### src/rtl/srbp_pkg.sv
// package for the sample ring buffer packer: register map, field positions, reset values
// assumes a 32-bit AHB-Lite register bus with word-aligned registers
package srbp_pkg;
  // printed register numbers are not all multiples of four, so each is an index; byte address is index*4
  localparam logic [11:0] IDX_HOST_AVAIL_LENGTH  = 12'h0C8;
  localparam logic [11:0] IDX_HOST_AVAIL_POS     = 12'h0C9;
  localparam logic [11:0] IDX_CARD_RELEASE_LEN   = 12'h0CA;
  localparam logic [11:0] IDX_ADC_FULL_SCALE     = 12'h466;
  localparam logic [11:0] IDX_CTRL               = 12'h010;
  localparam logic [11:0] IDX_STATUS             = 12'h011;
  localparam logic [11:0] IDX_BUF_LEN            = 12'h012;
  localparam logic [11:0] IDX_NOTIFY_SIZE        = 12'h013;
  localparam logic [11:0] IDX_IRQ_STATUS         = 12'h014;
  localparam logic [11:0] IDX_IRQ_ENABLE         = 12'h015;
  localparam logic [11:0] IDX_IRQ_CLEAR          = 12'h016;
  localparam logic [11:0] IDX_FILL_LEVEL         = 12'h017;
  // control register fields
  localparam int CTRL_START_BIT = 0;
  localparam int CTRL_STOP_BIT  = 1;
  localparam int CTRL_DIR_BIT   = 2;
  localparam int CTRL_FIRST_BIT  = 3;
  localparam int CTRL_SECOND_BIT = 4;
  localparam int CTRL_DIG_BIT   = 5;
  // interrupt / event bit positions
  localparam int EV_NOTIFY  = 0;
  localparam int EV_OVERRUN = 1;
  localparam int EV_DONE    = 2;
  localparam int EV_NUM     = 3;
  // reset values and other fixed constants
  localparam logic [31:0] BUF_LEN_RST     = 32'h0000_1000;
  localparam logic [31:0] NOTIFY_SIZE_RST = 32'h0000_0400;
  localparam logic [31:0] ADC_FULL_SCALE  = 32'h0000_2000;
  localparam logic [1:0]  HTRANS_NONSEQ   = 2'h2;
  localparam logic [1:0]  SAMPLE_BYTES    = 2'h2;
  typedef enum logic [1:0] {
    SRBP_IDLE = 2'b00,
    SRBP_RUN  = 2'b01,
    SRBP_DRAIN = 2'b10
  } srbp_state_t;
endpackage : srbp_pkg

### src/rtl/srbp_top.sv
// sample ring buffer packer: moves 16-bit packed samples between on-board memory and a host ring buffer
// assumes an AHB-Lite slave port, a host memory write/read port with ready, and 14-bit samples on core_clk
// Notes on behaviour
// transfer position wraps to byte zero at configured buffer length
// host available length counts all available bytes, across the wrap
// available position advances past the released region
// notify event raised on each crossed notify boundary; amount may exceed a block
// host hands back exactly the processed byte count through the release register
// streaming runs endlessly while the host releases space in time
// for generation the host fills and releases the whole buffer before starting
// two channels interleave first then second; one channel writes consecutive samples
// sample stored two's complement in low 14 bits of 16-bit word
// sample range spans -8192 to +8191
// standard mode: bits 15 and 14 repeat converter bit 13
// digital mode: bit 15 digital input one, bit 14 digital input zero
// read-only full-scale code register reports positive full scale in LSB
// consumers mask extra digital bits and sign-extend bit 13
// after start, host length is zero and card length is buffer length
// on-board fill level reported in sixteenths of memory
// overrun or underrun stops transfer and flags error; card-to-host drains first
// never touch unreleased ring bytes; stall until space is released
// release write lowers host length and advances host position modulo length
`timescale 1ns/1ps
module srbp_top
  import srbp_pkg::*;
#(
  parameter int ADDR_W  = 32,
  parameter int MEM_DEPTH_LOG2 = 8
) (
  input  wire logic              core_clk,
  input  wire logic              rst,
  // ahb-lite slave
  input  wire logic              hsel,
  input  wire logic [31:0]       haddr,
  input  wire logic [1:0]        htrans,
  input  wire logic              hwrite,
  input  wire logic [2:0]        hsize,
  input  wire logic [31:0]       hwdata,
  input  wire logic              hready,
  output logic                   hreadyout,
  output logic                   hresp,
  output logic [31:0]            hrdata,
  // converter samples (same clock domain)
  input  wire logic              sample_valid,
  input  wire logic [13:0]       first_channel,
  input  wire logic [13:0]       second_channel,
  input  wire logic              digital_input_zero,
  input  wire logic              digital_input_one,
  // generation output (host to card)
  output logic                   gen_valid,
  output logic [15:0]            gen_word,
  input  wire logic              gen_ready,
  // host memory port, one 16-bit word per beat
  output logic                   mem_req,
  output logic                   mem_write,
  output logic [ADDR_W-1:0]      mem_addr,
  output logic [15:0]            mem_wdata,
  input  wire logic              mem_ack,
  input  wire logic [15:0]       mem_rdata,
  output logic                   irq
);
  import srbp_pkg::*;

  localparam int DEPTH = 1 << MEM_DEPTH_LOG2;

  srbp_state_t       state_q;
  logic [31:0]       buf_len_q, notify_q, xfer_pos_q, host_len_q, host_pos_q, card_release_length_q;
  logic [31:0]       since_notify_q;
  logic              dir_q, first_en_q, second_en_q, dig_q;
  logic [EV_NUM-1:0] ev_q, ev_en_q, ev_set;
  logic              err_q;
  // on-board memory
  logic [15:0]       mem_q [DEPTH];
  logic [MEM_DEPTH_LOG2-1:0] wr_ptr_q, rd_ptr_q;
  logic [MEM_DEPTH_LOG2:0]   fill_q;
  // fill level in sixteenths of the on-board memory; a full memory reads 16, so five bits are kept
  logic [4:0]        fill_16th;
  logic [13:0]       hold_b_q;
  logic              hold_v_q;
  // ahb data phase
  logic              dp_valid_q, dp_write_q;
  logic [11:0]       dp_idx_q;
  logic              start_wr, stop_wr, rel_wr, irq_clr_wr;
  logic [31:0]       rel_cnt;

  function automatic logic [15:0] pack(input logic [13:0] s);
    // low 14 bits keep the two's complement code
    pack = dig_q ? {digital_input_one, digital_input_zero, s} : {s[13], s[13], s};
  endfunction : pack

  // ahb-lite: zero wait states, always OKAY
  assign hreadyout = 1'b1;
  assign hresp     = 1'b0;

  always_ff @(posedge core_clk or posedge rst) begin
    if (rst) begin
      dp_valid_q <= 1'b0;
      dp_write_q <= 1'b0;
      dp_idx_q   <= 12'h000;
    end else if (hready) begin
      dp_valid_q <= hsel && htrans == HTRANS_NONSEQ;
      dp_write_q <= hwrite;
      dp_idx_q   <= haddr[13:2];
    end
  end

  // only address bits 13:2 are decoded, so the register map repeats every 16 KB
  assign start_wr = dp_valid_q && dp_write_q && dp_idx_q == IDX_CTRL && hwdata[CTRL_START_BIT];
  assign stop_wr  = dp_valid_q && dp_write_q && dp_idx_q == IDX_CTRL && hwdata[CTRL_STOP_BIT];
  assign rel_wr   = dp_valid_q && dp_write_q && dp_idx_q == IDX_CARD_RELEASE_LEN;
  assign irq_clr_wr = dp_valid_q && dp_write_q && dp_idx_q == IDX_IRQ_CLEAR;
  // the host is trusted not to release more than it holds; clip keeps counters sane if it does
  assign rel_cnt  = (hwdata > host_len_q) ? host_len_q : hwdata;

  always_comb begin
    hrdata = 32'h0000_0000;
    if (dp_valid_q && !dp_write_q) begin
      unique case (dp_idx_q)
        IDX_HOST_AVAIL_LENGTH: hrdata = host_len_q;
        IDX_HOST_AVAIL_POS:    hrdata = host_pos_q;
        IDX_ADC_FULL_SCALE:    hrdata = ADC_FULL_SCALE;
        IDX_CTRL:              hrdata = {26'h0, dig_q, second_en_q, first_en_q, dir_q, 2'h0};
        IDX_STATUS:            hrdata = {29'h0, err_q, state_q};
        IDX_BUF_LEN:           hrdata = buf_len_q;
        IDX_NOTIFY_SIZE:       hrdata = notify_q;
        IDX_IRQ_STATUS:        hrdata = {29'h0, ev_q};
        IDX_IRQ_ENABLE:        hrdata = {29'h0, ev_en_q};
        IDX_FILL_LEVEL:        hrdata = {27'h0, fill_16th};
        default:               hrdata = 32'h0000_0000;
      endcase
    end
  end

  // configuration, writable only while idle; interrupt enables writable at any time
  always_ff @(posedge core_clk or posedge rst) begin
    if (rst) begin
      buf_len_q <= BUF_LEN_RST;
      notify_q  <= NOTIFY_SIZE_RST;
      dir_q     <= 1'b0;
      first_en_q  <= 1'b1;
      second_en_q <= 1'b0;
      dig_q     <= 1'b0;
      ev_en_q   <= '0;
    end else if (dp_valid_q && dp_write_q) begin
      if (dp_idx_q == IDX_IRQ_ENABLE) ev_en_q <= hwdata[EV_NUM-1:0];
      if (state_q == SRBP_IDLE) begin
        if (dp_idx_q == IDX_BUF_LEN)     buf_len_q <= hwdata;
        if (dp_idx_q == IDX_NOTIFY_SIZE) notify_q  <= hwdata;
        if (dp_idx_q == IDX_CTRL) begin
          dir_q <= hwdata[CTRL_DIR_BIT];
          first_en_q  <= hwdata[CTRL_FIRST_BIT];
          second_en_q <= hwdata[CTRL_SECOND_BIT];
          dig_q <= hwdata[CTRL_DIG_BIT];
        end
      end
    end
  end

  // on-board fifo: acquisition fills, host writes drain; generation is the reverse
  logic push, pop, ovf, beat;
  logic [15:0] push_data;
  logic        ring_ok;
  assign ring_ok = card_release_length_q >= 32'(SAMPLE_BYTES);
  assign beat    = mem_req && mem_ack;
  // direction only changes while idle, so mem_write never moves under a held request
  assign mem_write = !dir_q;
  assign mem_addr  = ADDR_W'(xfer_pos_q);
  assign mem_wdata = mem_q[rd_ptr_q];
  assign mem_req   = (state_q != SRBP_IDLE) && ring_ok &&            // stall until released
                     (dir_q ? (fill_q < (MEM_DEPTH_LOG2+1)'(DEPTH)) && state_q == SRBP_RUN
                            : fill_q != '0);
  assign gen_valid = dir_q && state_q == SRBP_RUN && fill_q != '0;
  assign gen_word  = mem_q[rd_ptr_q];
  assign fill_16th = fill_q[MEM_DEPTH_LOG2 -: 5];

  // acquisition push: with both channels a second beat carries the held second sample
  logic acq_in;
  assign acq_in = !dir_q && state_q == SRBP_RUN && (first_en_q || second_en_q);
  always_comb begin
    push      = 1'b0;
    push_data = pack(first_en_q ? first_channel : second_channel);
    if (dir_q) begin
      push      = beat;
      push_data = mem_rdata;
    end else if (hold_v_q) begin
      push      = acq_in;
      push_data = pack(hold_b_q);
    end else if (sample_valid) begin
      push      = acq_in;
    end
  end
  assign pop = dir_q ? (gen_valid && gen_ready) : beat;
  // generation: gen_ready raised before the first words arrive already counts as an underrun
  // overrun: a sample arrives with the memory full; underrun: generator starved
  assign ovf = dir_q ? (gen_ready && fill_q == '0 && state_q == SRBP_RUN)
                     : (push && fill_q == (MEM_DEPTH_LOG2+1)'(DEPTH) && !pop);

  always_ff @(posedge core_clk or posedge rst) begin
    if (rst) begin
      hold_v_q <= 1'b0;
      hold_b_q <= 14'h0000;
    // a sample_valid while the second word is still held is lost; sources leave one idle cycle
    end else if (acq_in && !hold_v_q && sample_valid && first_en_q && second_en_q) begin
      hold_v_q <= 1'b1;
      hold_b_q <= second_channel;
    end else if (acq_in) begin
      hold_v_q <= 1'b0;
    end
  end

  always_ff @(posedge core_clk) begin
    if (push && !ovf) mem_q[wr_ptr_q] <= push_data;
  end

  always_ff @(posedge core_clk or posedge rst) begin
    if (rst) begin
      wr_ptr_q <= '0;
      rd_ptr_q <= '0;
      fill_q   <= '0;
    end else if (start_wr && state_q == SRBP_IDLE) begin
      wr_ptr_q <= '0;
      rd_ptr_q <= '0;
      fill_q   <= '0;
    end else begin
      if (push && !ovf) wr_ptr_q <= wr_ptr_q + 1'b1;
      if (pop) rd_ptr_q <= rd_ptr_q + 1'b1;
      fill_q <= fill_q + (MEM_DEPTH_LOG2+1)'(push && !ovf) - (MEM_DEPTH_LOG2+1)'(pop);
    end
  end

  // transfer state
  always_ff @(posedge core_clk or posedge rst) begin
    if (rst) begin
      state_q <= SRBP_IDLE;
      err_q   <= 1'b0;
    end else begin
      unique case (state_q)
        SRBP_IDLE: if (start_wr) begin
          state_q <= SRBP_RUN;
          err_q   <= 1'b0;
        end
        SRBP_RUN: if (ovf) begin
          err_q   <= 1'b1;
          state_q <= dir_q ? SRBP_IDLE : SRBP_DRAIN;                 // acquisition drains first
        end else if (stop_wr) begin
          state_q <= dir_q ? SRBP_IDLE : SRBP_DRAIN;
        end
        SRBP_DRAIN: if (fill_q == '0 || stop_wr) state_q <= SRBP_IDLE;
        default: state_q <= SRBP_IDLE;
      endcase
    end
  end

  // ring counters
  logic [31:0] pos_next, hpos_sum;
  assign pos_next = xfer_pos_q + 32'(SAMPLE_BYTES);
  assign hpos_sum = host_pos_q + rel_cnt;
  logic notify_hit;
  assign notify_hit = beat && (since_notify_q + 32'(SAMPLE_BYTES) >= notify_q);

  always_ff @(posedge core_clk or posedge rst) begin
    if (rst) begin
      xfer_pos_q     <= 32'h0000_0000;
      host_len_q     <= 32'h0000_0000;
      host_pos_q     <= 32'h0000_0000;
      card_release_length_q     <= 32'h0000_0000;
      since_notify_q <= 32'h0000_0000;
    // a start while running is ignored, so the ring counters never jump mid-transfer
    end else if (start_wr && state_q == SRBP_IDLE) begin
      xfer_pos_q     <= 32'h0000_0000;
      host_len_q     <= 32'h0000_0000;
      host_pos_q     <= 32'h0000_0000;
      card_release_length_q     <= buf_len_q;
      since_notify_q <= 32'h0000_0000;
    end else begin
      if (beat) xfer_pos_q <= (pos_next >= buf_len_q) ? 32'h0000_0000 : pos_next;
      // bytes reach the host in notify-size steps; each step is announced on the beat that completes it
      if (notify_hit) since_notify_q <= 32'h0000_0000;
      else if (beat) since_notify_q <= since_notify_q + 32'(SAMPLE_BYTES);
      host_len_q <= host_len_q - (rel_wr ? rel_cnt : 32'h0)
                    + (notify_hit ? since_notify_q + 32'(SAMPLE_BYTES) : 32'h0);
      card_release_length_q <= card_release_length_q + (rel_wr ? rel_cnt : 32'h0)
                    - (beat ? 32'(SAMPLE_BYTES) : 32'h0);
      if (rel_wr) host_pos_q <= (hpos_sum >= buf_len_q) ? hpos_sum - buf_len_q : hpos_sum;
    end
  end

  // interrupts: set wins over a same-cycle clear
  assign ev_set = {state_q == SRBP_DRAIN && fill_q == '0 || (state_q == SRBP_RUN && stop_wr && dir_q),
                   state_q == SRBP_RUN && ovf,
                   notify_hit};
  always_ff @(posedge core_clk or posedge rst) begin
    if (rst) begin
      ev_q <= '0;
    end else begin
      ev_q <= (ev_q & ~(irq_clr_wr ? hwdata[EV_NUM-1:0] : '0))
              | ev_set;
    end
  end
  assign irq = |(ev_q & ev_en_q);
endmodule : srbp_top

### config.mk
export PLATFORM = sky130hd
export DESIGN_NAME = srbp_top
export DESIGN_NICKNAME = d
export VERILOG_FILES = /design/src/rtl/srbp_pkg.sv /design/src/rtl/srbp_top.sv
export SDC_FILE = /design/constraint.sdc
export NUM_CORES = 2
export LEC_CHECK = 0
export BUFFER_PORTS_ARGS = -buffer_cell sky130_fd_sc_hd__buf_2
export CAP_MARGIN = 20
export CORE_ASPECT_RATIO = 0.7
export CORE_MARGIN = 4
export CORE_UTILIZATION = 50
export CTS_CLUSTER_DIAMETER = 30
export DETAILED_ROUTE_END_ITERATION = 6
export GPL_ROUTABILITY_DRIVEN = 1
export PLACE_DENSITY = 0.75
export SYNTH_ARGS = -nofsm -noshare
export SYNTH_HDL_FRONTEND = slang
export SYNTH_SLANG_ARGS = --single-unit
### constraint.sdc
create_clock -name core_clk -period 18.3 [get_ports core_clk]
set_clock_uncertainty 0.15 [all_clocks]
set_input_delay 5.49 -clock core_clk [delete_from_list [all_inputs] [get_ports core_clk]]
set_output_delay 5.49 -clock core_clk [all_outputs]
set_load 0.005 [all_outputs]
==> insert_results.sql <==
INSERT INTO impl_metrics (metric_group, metric, value, unit) VALUES
('synth', 'avgSynthCellArea', '20.0', 'sq um'),
('power_and_ir_drop', 'sequentialPowerShare', '42.8', '%'),
('clock_tree', 'postCtsResizedCells', '0', ''),
('floorplanning', 'die_area', '372000', 'sq um'),
('clock_tree', 'h-tree-depth', '6', ''),
('timing', 'setup_total_neg_slack', '0', 'ns'),
('floorplanning', 'core.rowCount', '184', ''),
('timing', 'min_period', '14.15', 'ns'),
('floorplanning', 'vertical_die_dimension', '511', 'um'),
('place', 'dpl.hpwl', '281000', 'um'),
('routing', 'finalWirelength', '497000', 'um'),
('clock_tree', 'post_cts.repair.setup_buffers', '0', ''),
('worst_hold_path', 'holdCritStartpoint', 'dp_idx_q[9]$_DFFE_PP0P_', ''),
('synth', 'postSynthCellCount', '9028', ''),
('global_route', 'antenna_found_initial', '59', ''),
('synth', 'synth_top_area_share', '68.0', '%'),
('routing', 'routed_via_density', '6.42', ''),
('clock_tree', 'numClockSinks', '4385', ''),
('global_route', 'grt_use_met1', '37.9', '%'),
('floorplanning', 'initial_core_utilization', '50.3', '%'),
('floorplanning', 'io_pins', '225', ''),
('worst_hold_path', 'hold_end', 'dp_idx_q[9]$_DFFE_PP0P_', ''),
('global_route', 'use_met2', '38.7', '%'),
('worst_setup_path', 'worst_path_largest_cell_delay', '0.98', 'ns'),
('timing', 'setup-violations-final', '0', ''),
('power_and_ir_drop', 'cellPowerDensity', '125', 'nW/um^2'),
('routing', 'drt_iter0_markers', '15200', ''),
('clock_tree', 'cts.clk_slew.worst_paths', '0.04', 'ns'),
('worst_setup_path', 'start_to_end_type_of_the_worst_setup_path', 'in2reg', ''),
('timing', 'max_slew_violation_count', '59', ''),
('routing', 'post-route-drc-count', '4', ''),
('synth', 'post-synth-top-area-cell', 'edfxtp_1', ''),
('worst_setup_path', 'setup.worst_path.start_class', 'input pin', ''),
('power_and_ir_drop', 'internal-power', '19.4', 'mW'),
('synth', 'post_synth_most_frequent_cells', '4096 x edfxtp_1, 1358 x mux4_2, 409 x nor2_1, 364 x inv_1, 354 x nand2_1', ''),
('power_and_ir_drop', 'gate_power_share', '13.5', '%'),
('worst_setup_path', 'worst-r2r-setup-slack', '8.43', 'ns'),
('global_route', 'global_route.usage.met3', '8.36', '%'),
('clock_tree', 'root_buffer', 'clkbuf_16', ''),
('global_route', 'top_usage_layer', 'met2', ''),
('final_layout', 'final_layout_size_suffix_gt1_share', '30.1', '%'),
('power_and_ir_drop', 'clock_power_share', '43.7', '%'),
('synth', 'synth_async_sr_flop_share', '6.59', '%'),
('floorplanning', 'die_width', '727', 'um'),
('worst_setup_path', 'cpMaxStageDelayCell', 'nor4_1', ''),
('global_route', 'grt_pass1_vias', '97500', ''),
('timing', 'max_freq', '0.0707', 'GHz'),
('global_route', 'grt_overflow', '0', ''),
('clock_tree', 'post_cts_hold_buffer_count', '0', ''),
('routing', 'drt_first_pass_iters', '7', ''),
('final_layout', 'area.growth.synth_to_final', '15.8', '%'),
('synth', 'ys_dominant_reg_cell', 'edfxtp_1', ''),
('timing', 'hold_vio_cnt_final', '0', ''),
('outcome', 'outcome', 'complete, but fails checks', ''),
('routing', 'routed-via-count', '96700', ''),
('worst_setup_path', 'endpoint_kind', 'flip-flop', ''),
('clock_tree', 'num_cts_buffers', '588', ''),
('synth', 'count_leader_synth', 'edfxtp_1', ''),
('power_and_ir_drop', 'net-switching-power', '6.80', 'mW'),
('worst_setup_path', 'setup.worst_path.start', 'hwdata[25]', ''),
('place', 'routabilityCongestion', '0.925', ''),
('outcome', 'failed_checks', 'design-rule violations, max-slew violations', ''),
('power_and_ir_drop', 'switching_part_of_the_total_power', '26.0', '%'),
('clock_tree', 'max-clock-path-buffers', '4', ''),
('worst_setup_path', 'timing.critical_path.arrival', '14.78', 'ns'),
('clock_tree', 'insertion_delay', '0.95', 'ns'),
('place', 'port_buffers', '198', ''),
('routing', 'wl_per_cell', '33.0', 'um'),
('clock_tree', 'cts_tree', 'done', ''),
('synth', 'synth-edff-count', '4096', ''),
('power_and_ir_drop', 'ir_drop', '0.118', 'mV');
-- registers in the layout, indices dropped and copies added, names as in the netlist, 2 cells and up --
signal	cells
mem_addr	31
notify_q	32
dp_idx_q	12
hold_b_q	14
fill_q	9
buf_len_q	32
mem_q	4096
rd_ptr_q	8
ev_en_q	3
ev_q	3
wr_ptr_q	8
host_len_q	32
since_notify_q	31
card_release_length_q	32
host_pos_q	32
state_q	2
-- worst max-delay path by stage --
| stage | endpoint | slack (ns) |
|---|---|---|
| 6_report | host_pos_q[31]$_DFFE_PP0P_ | 4.15 |
| 4_1_cts | host_pos_q[31]$_DFFE_PP0P_ | 4.58 |
| 3_5_place_dp | host_pos_q[31]$_DFFE_PP0P_ | 3.67 |
| 3_3_place_gp | host_pos_q[31]$_DFFE_PP0P_ | 3.65 |
| 2_1_floorplan | mem_q[0][15]$_DFFE_PP_ | 0.19 |
| 5_1_grt | host_pos_q[31]$_DFFE_PP0P_ | 3.90 |
-- cells by family (layout without fill, tap and decap cells) --
group                      after synthesis  in the layout  share of synthesized area (%)
AOI/OAI and AO/OA                      727            727                           2.57
adders and majority gates              303            303                           2.24
buffers and inverters                  839           2017                           1.88
xor gates and xnor gates               191            191                          0.932
and+or+nand+nor                       1088           1088                           2.68
other                                    2             23                        0.00415
DFF                                   4385           4385                           72.0
muxes                                 1493           1493                           17.7
-- per-layer routing --
metal | wire length (um) | vias up
met3 | 67900 | 1040
met1 | 186000 | 50300
met2 | 224000 | 6934
met5 | 394 | -
met4 | 18100 | 34
li1 | - | 38500
-- through the flow --
| stage | power, mW | worst slack, ns | area (sq um) | std cells | util (%) |
|---|---|---|---|---|---|
| floorplan | 14.1 | 0.187 | 181000 | 9030 | - |
| global placement | 14.8 | 3.65 | 189000 | 13900 | 52.6 |
| detailed placement | 14.8 | 3.67 | 189000 | 14000 | 52.7 |
| CTS | 26.2 | 4.58 | 209000 | 15000 | 58.1 |
| global route | 27.1 | 3.90 | 209000 | 15000 | 58.2 |
| finish | 26.2 | 4.15 | 209000 | 15100 | 58.2 |
-- power groups by stage --
stage | Combinational [mW] | Clock, mW | Sequential, mW
5_1_grt | 3.90 | 12.0 | 11.2
2_1_floorplan | 2.62 | 0 | 11.5
4_1_cts | 3.48 | 11.5 | 11.2
3_3_place_gp | 3.38 | 0 | 11.4
3_5_place_dp | 3.44 | 0 | 11.4
6_report | 3.54 | 11.4 | 11.2
-- placed cells by master, fill, tap and decap left out, types with 30 or more instances in the layout --
cell        netlist  routed
inv_1           364     363
nor2_1          409     376
nand3_1          95      95
a21oi_1         214     214
mux2i_1          65      65
o21ai_0         191     175
clkinvlp_4        0      70
edfxtp_1       4096    4096
clkbuf_1        283      56
nand4_1          37      37
nor2_2            1      33
dfrtp_1         286     279
xor2_1           77      77
mux2_2           70      70
nand2_1         354     339
mux4_2         1358    1358
buf_2           135     198
xnor2_1         113     113
a21o_1           77      77
clkbuf_16         0     602
inv_6             0      70
fa_1             35      35
clkinv_2          0      65
ha_1            268     268
buf_4            20     341
bufinv_16         0      48
nor3_1           34      31
a22o_1           43      43
clkinv_1          0      52
a222oi_1         30      30
clkinv_4          0      49
-- layout make-up --
cell class | instances | area (sq um) | share of cell area [%]
flip-flops and latches | 4385 | 130000 | 62.2
multi-input cells | 3806 | 47600 | 22.7
clock buffers | 668 | 15400 | 7.36
well taps | 4836 | 6050 | 2.89
repair buffers | 585 | 4460 | 2.13
clock inverters | 399 | 4210 | 2.01
inverters | 365 | 1380 | 0.658
diodes | 19 | 47.5 | 0.0227
(Power assumes the default switching activity.)
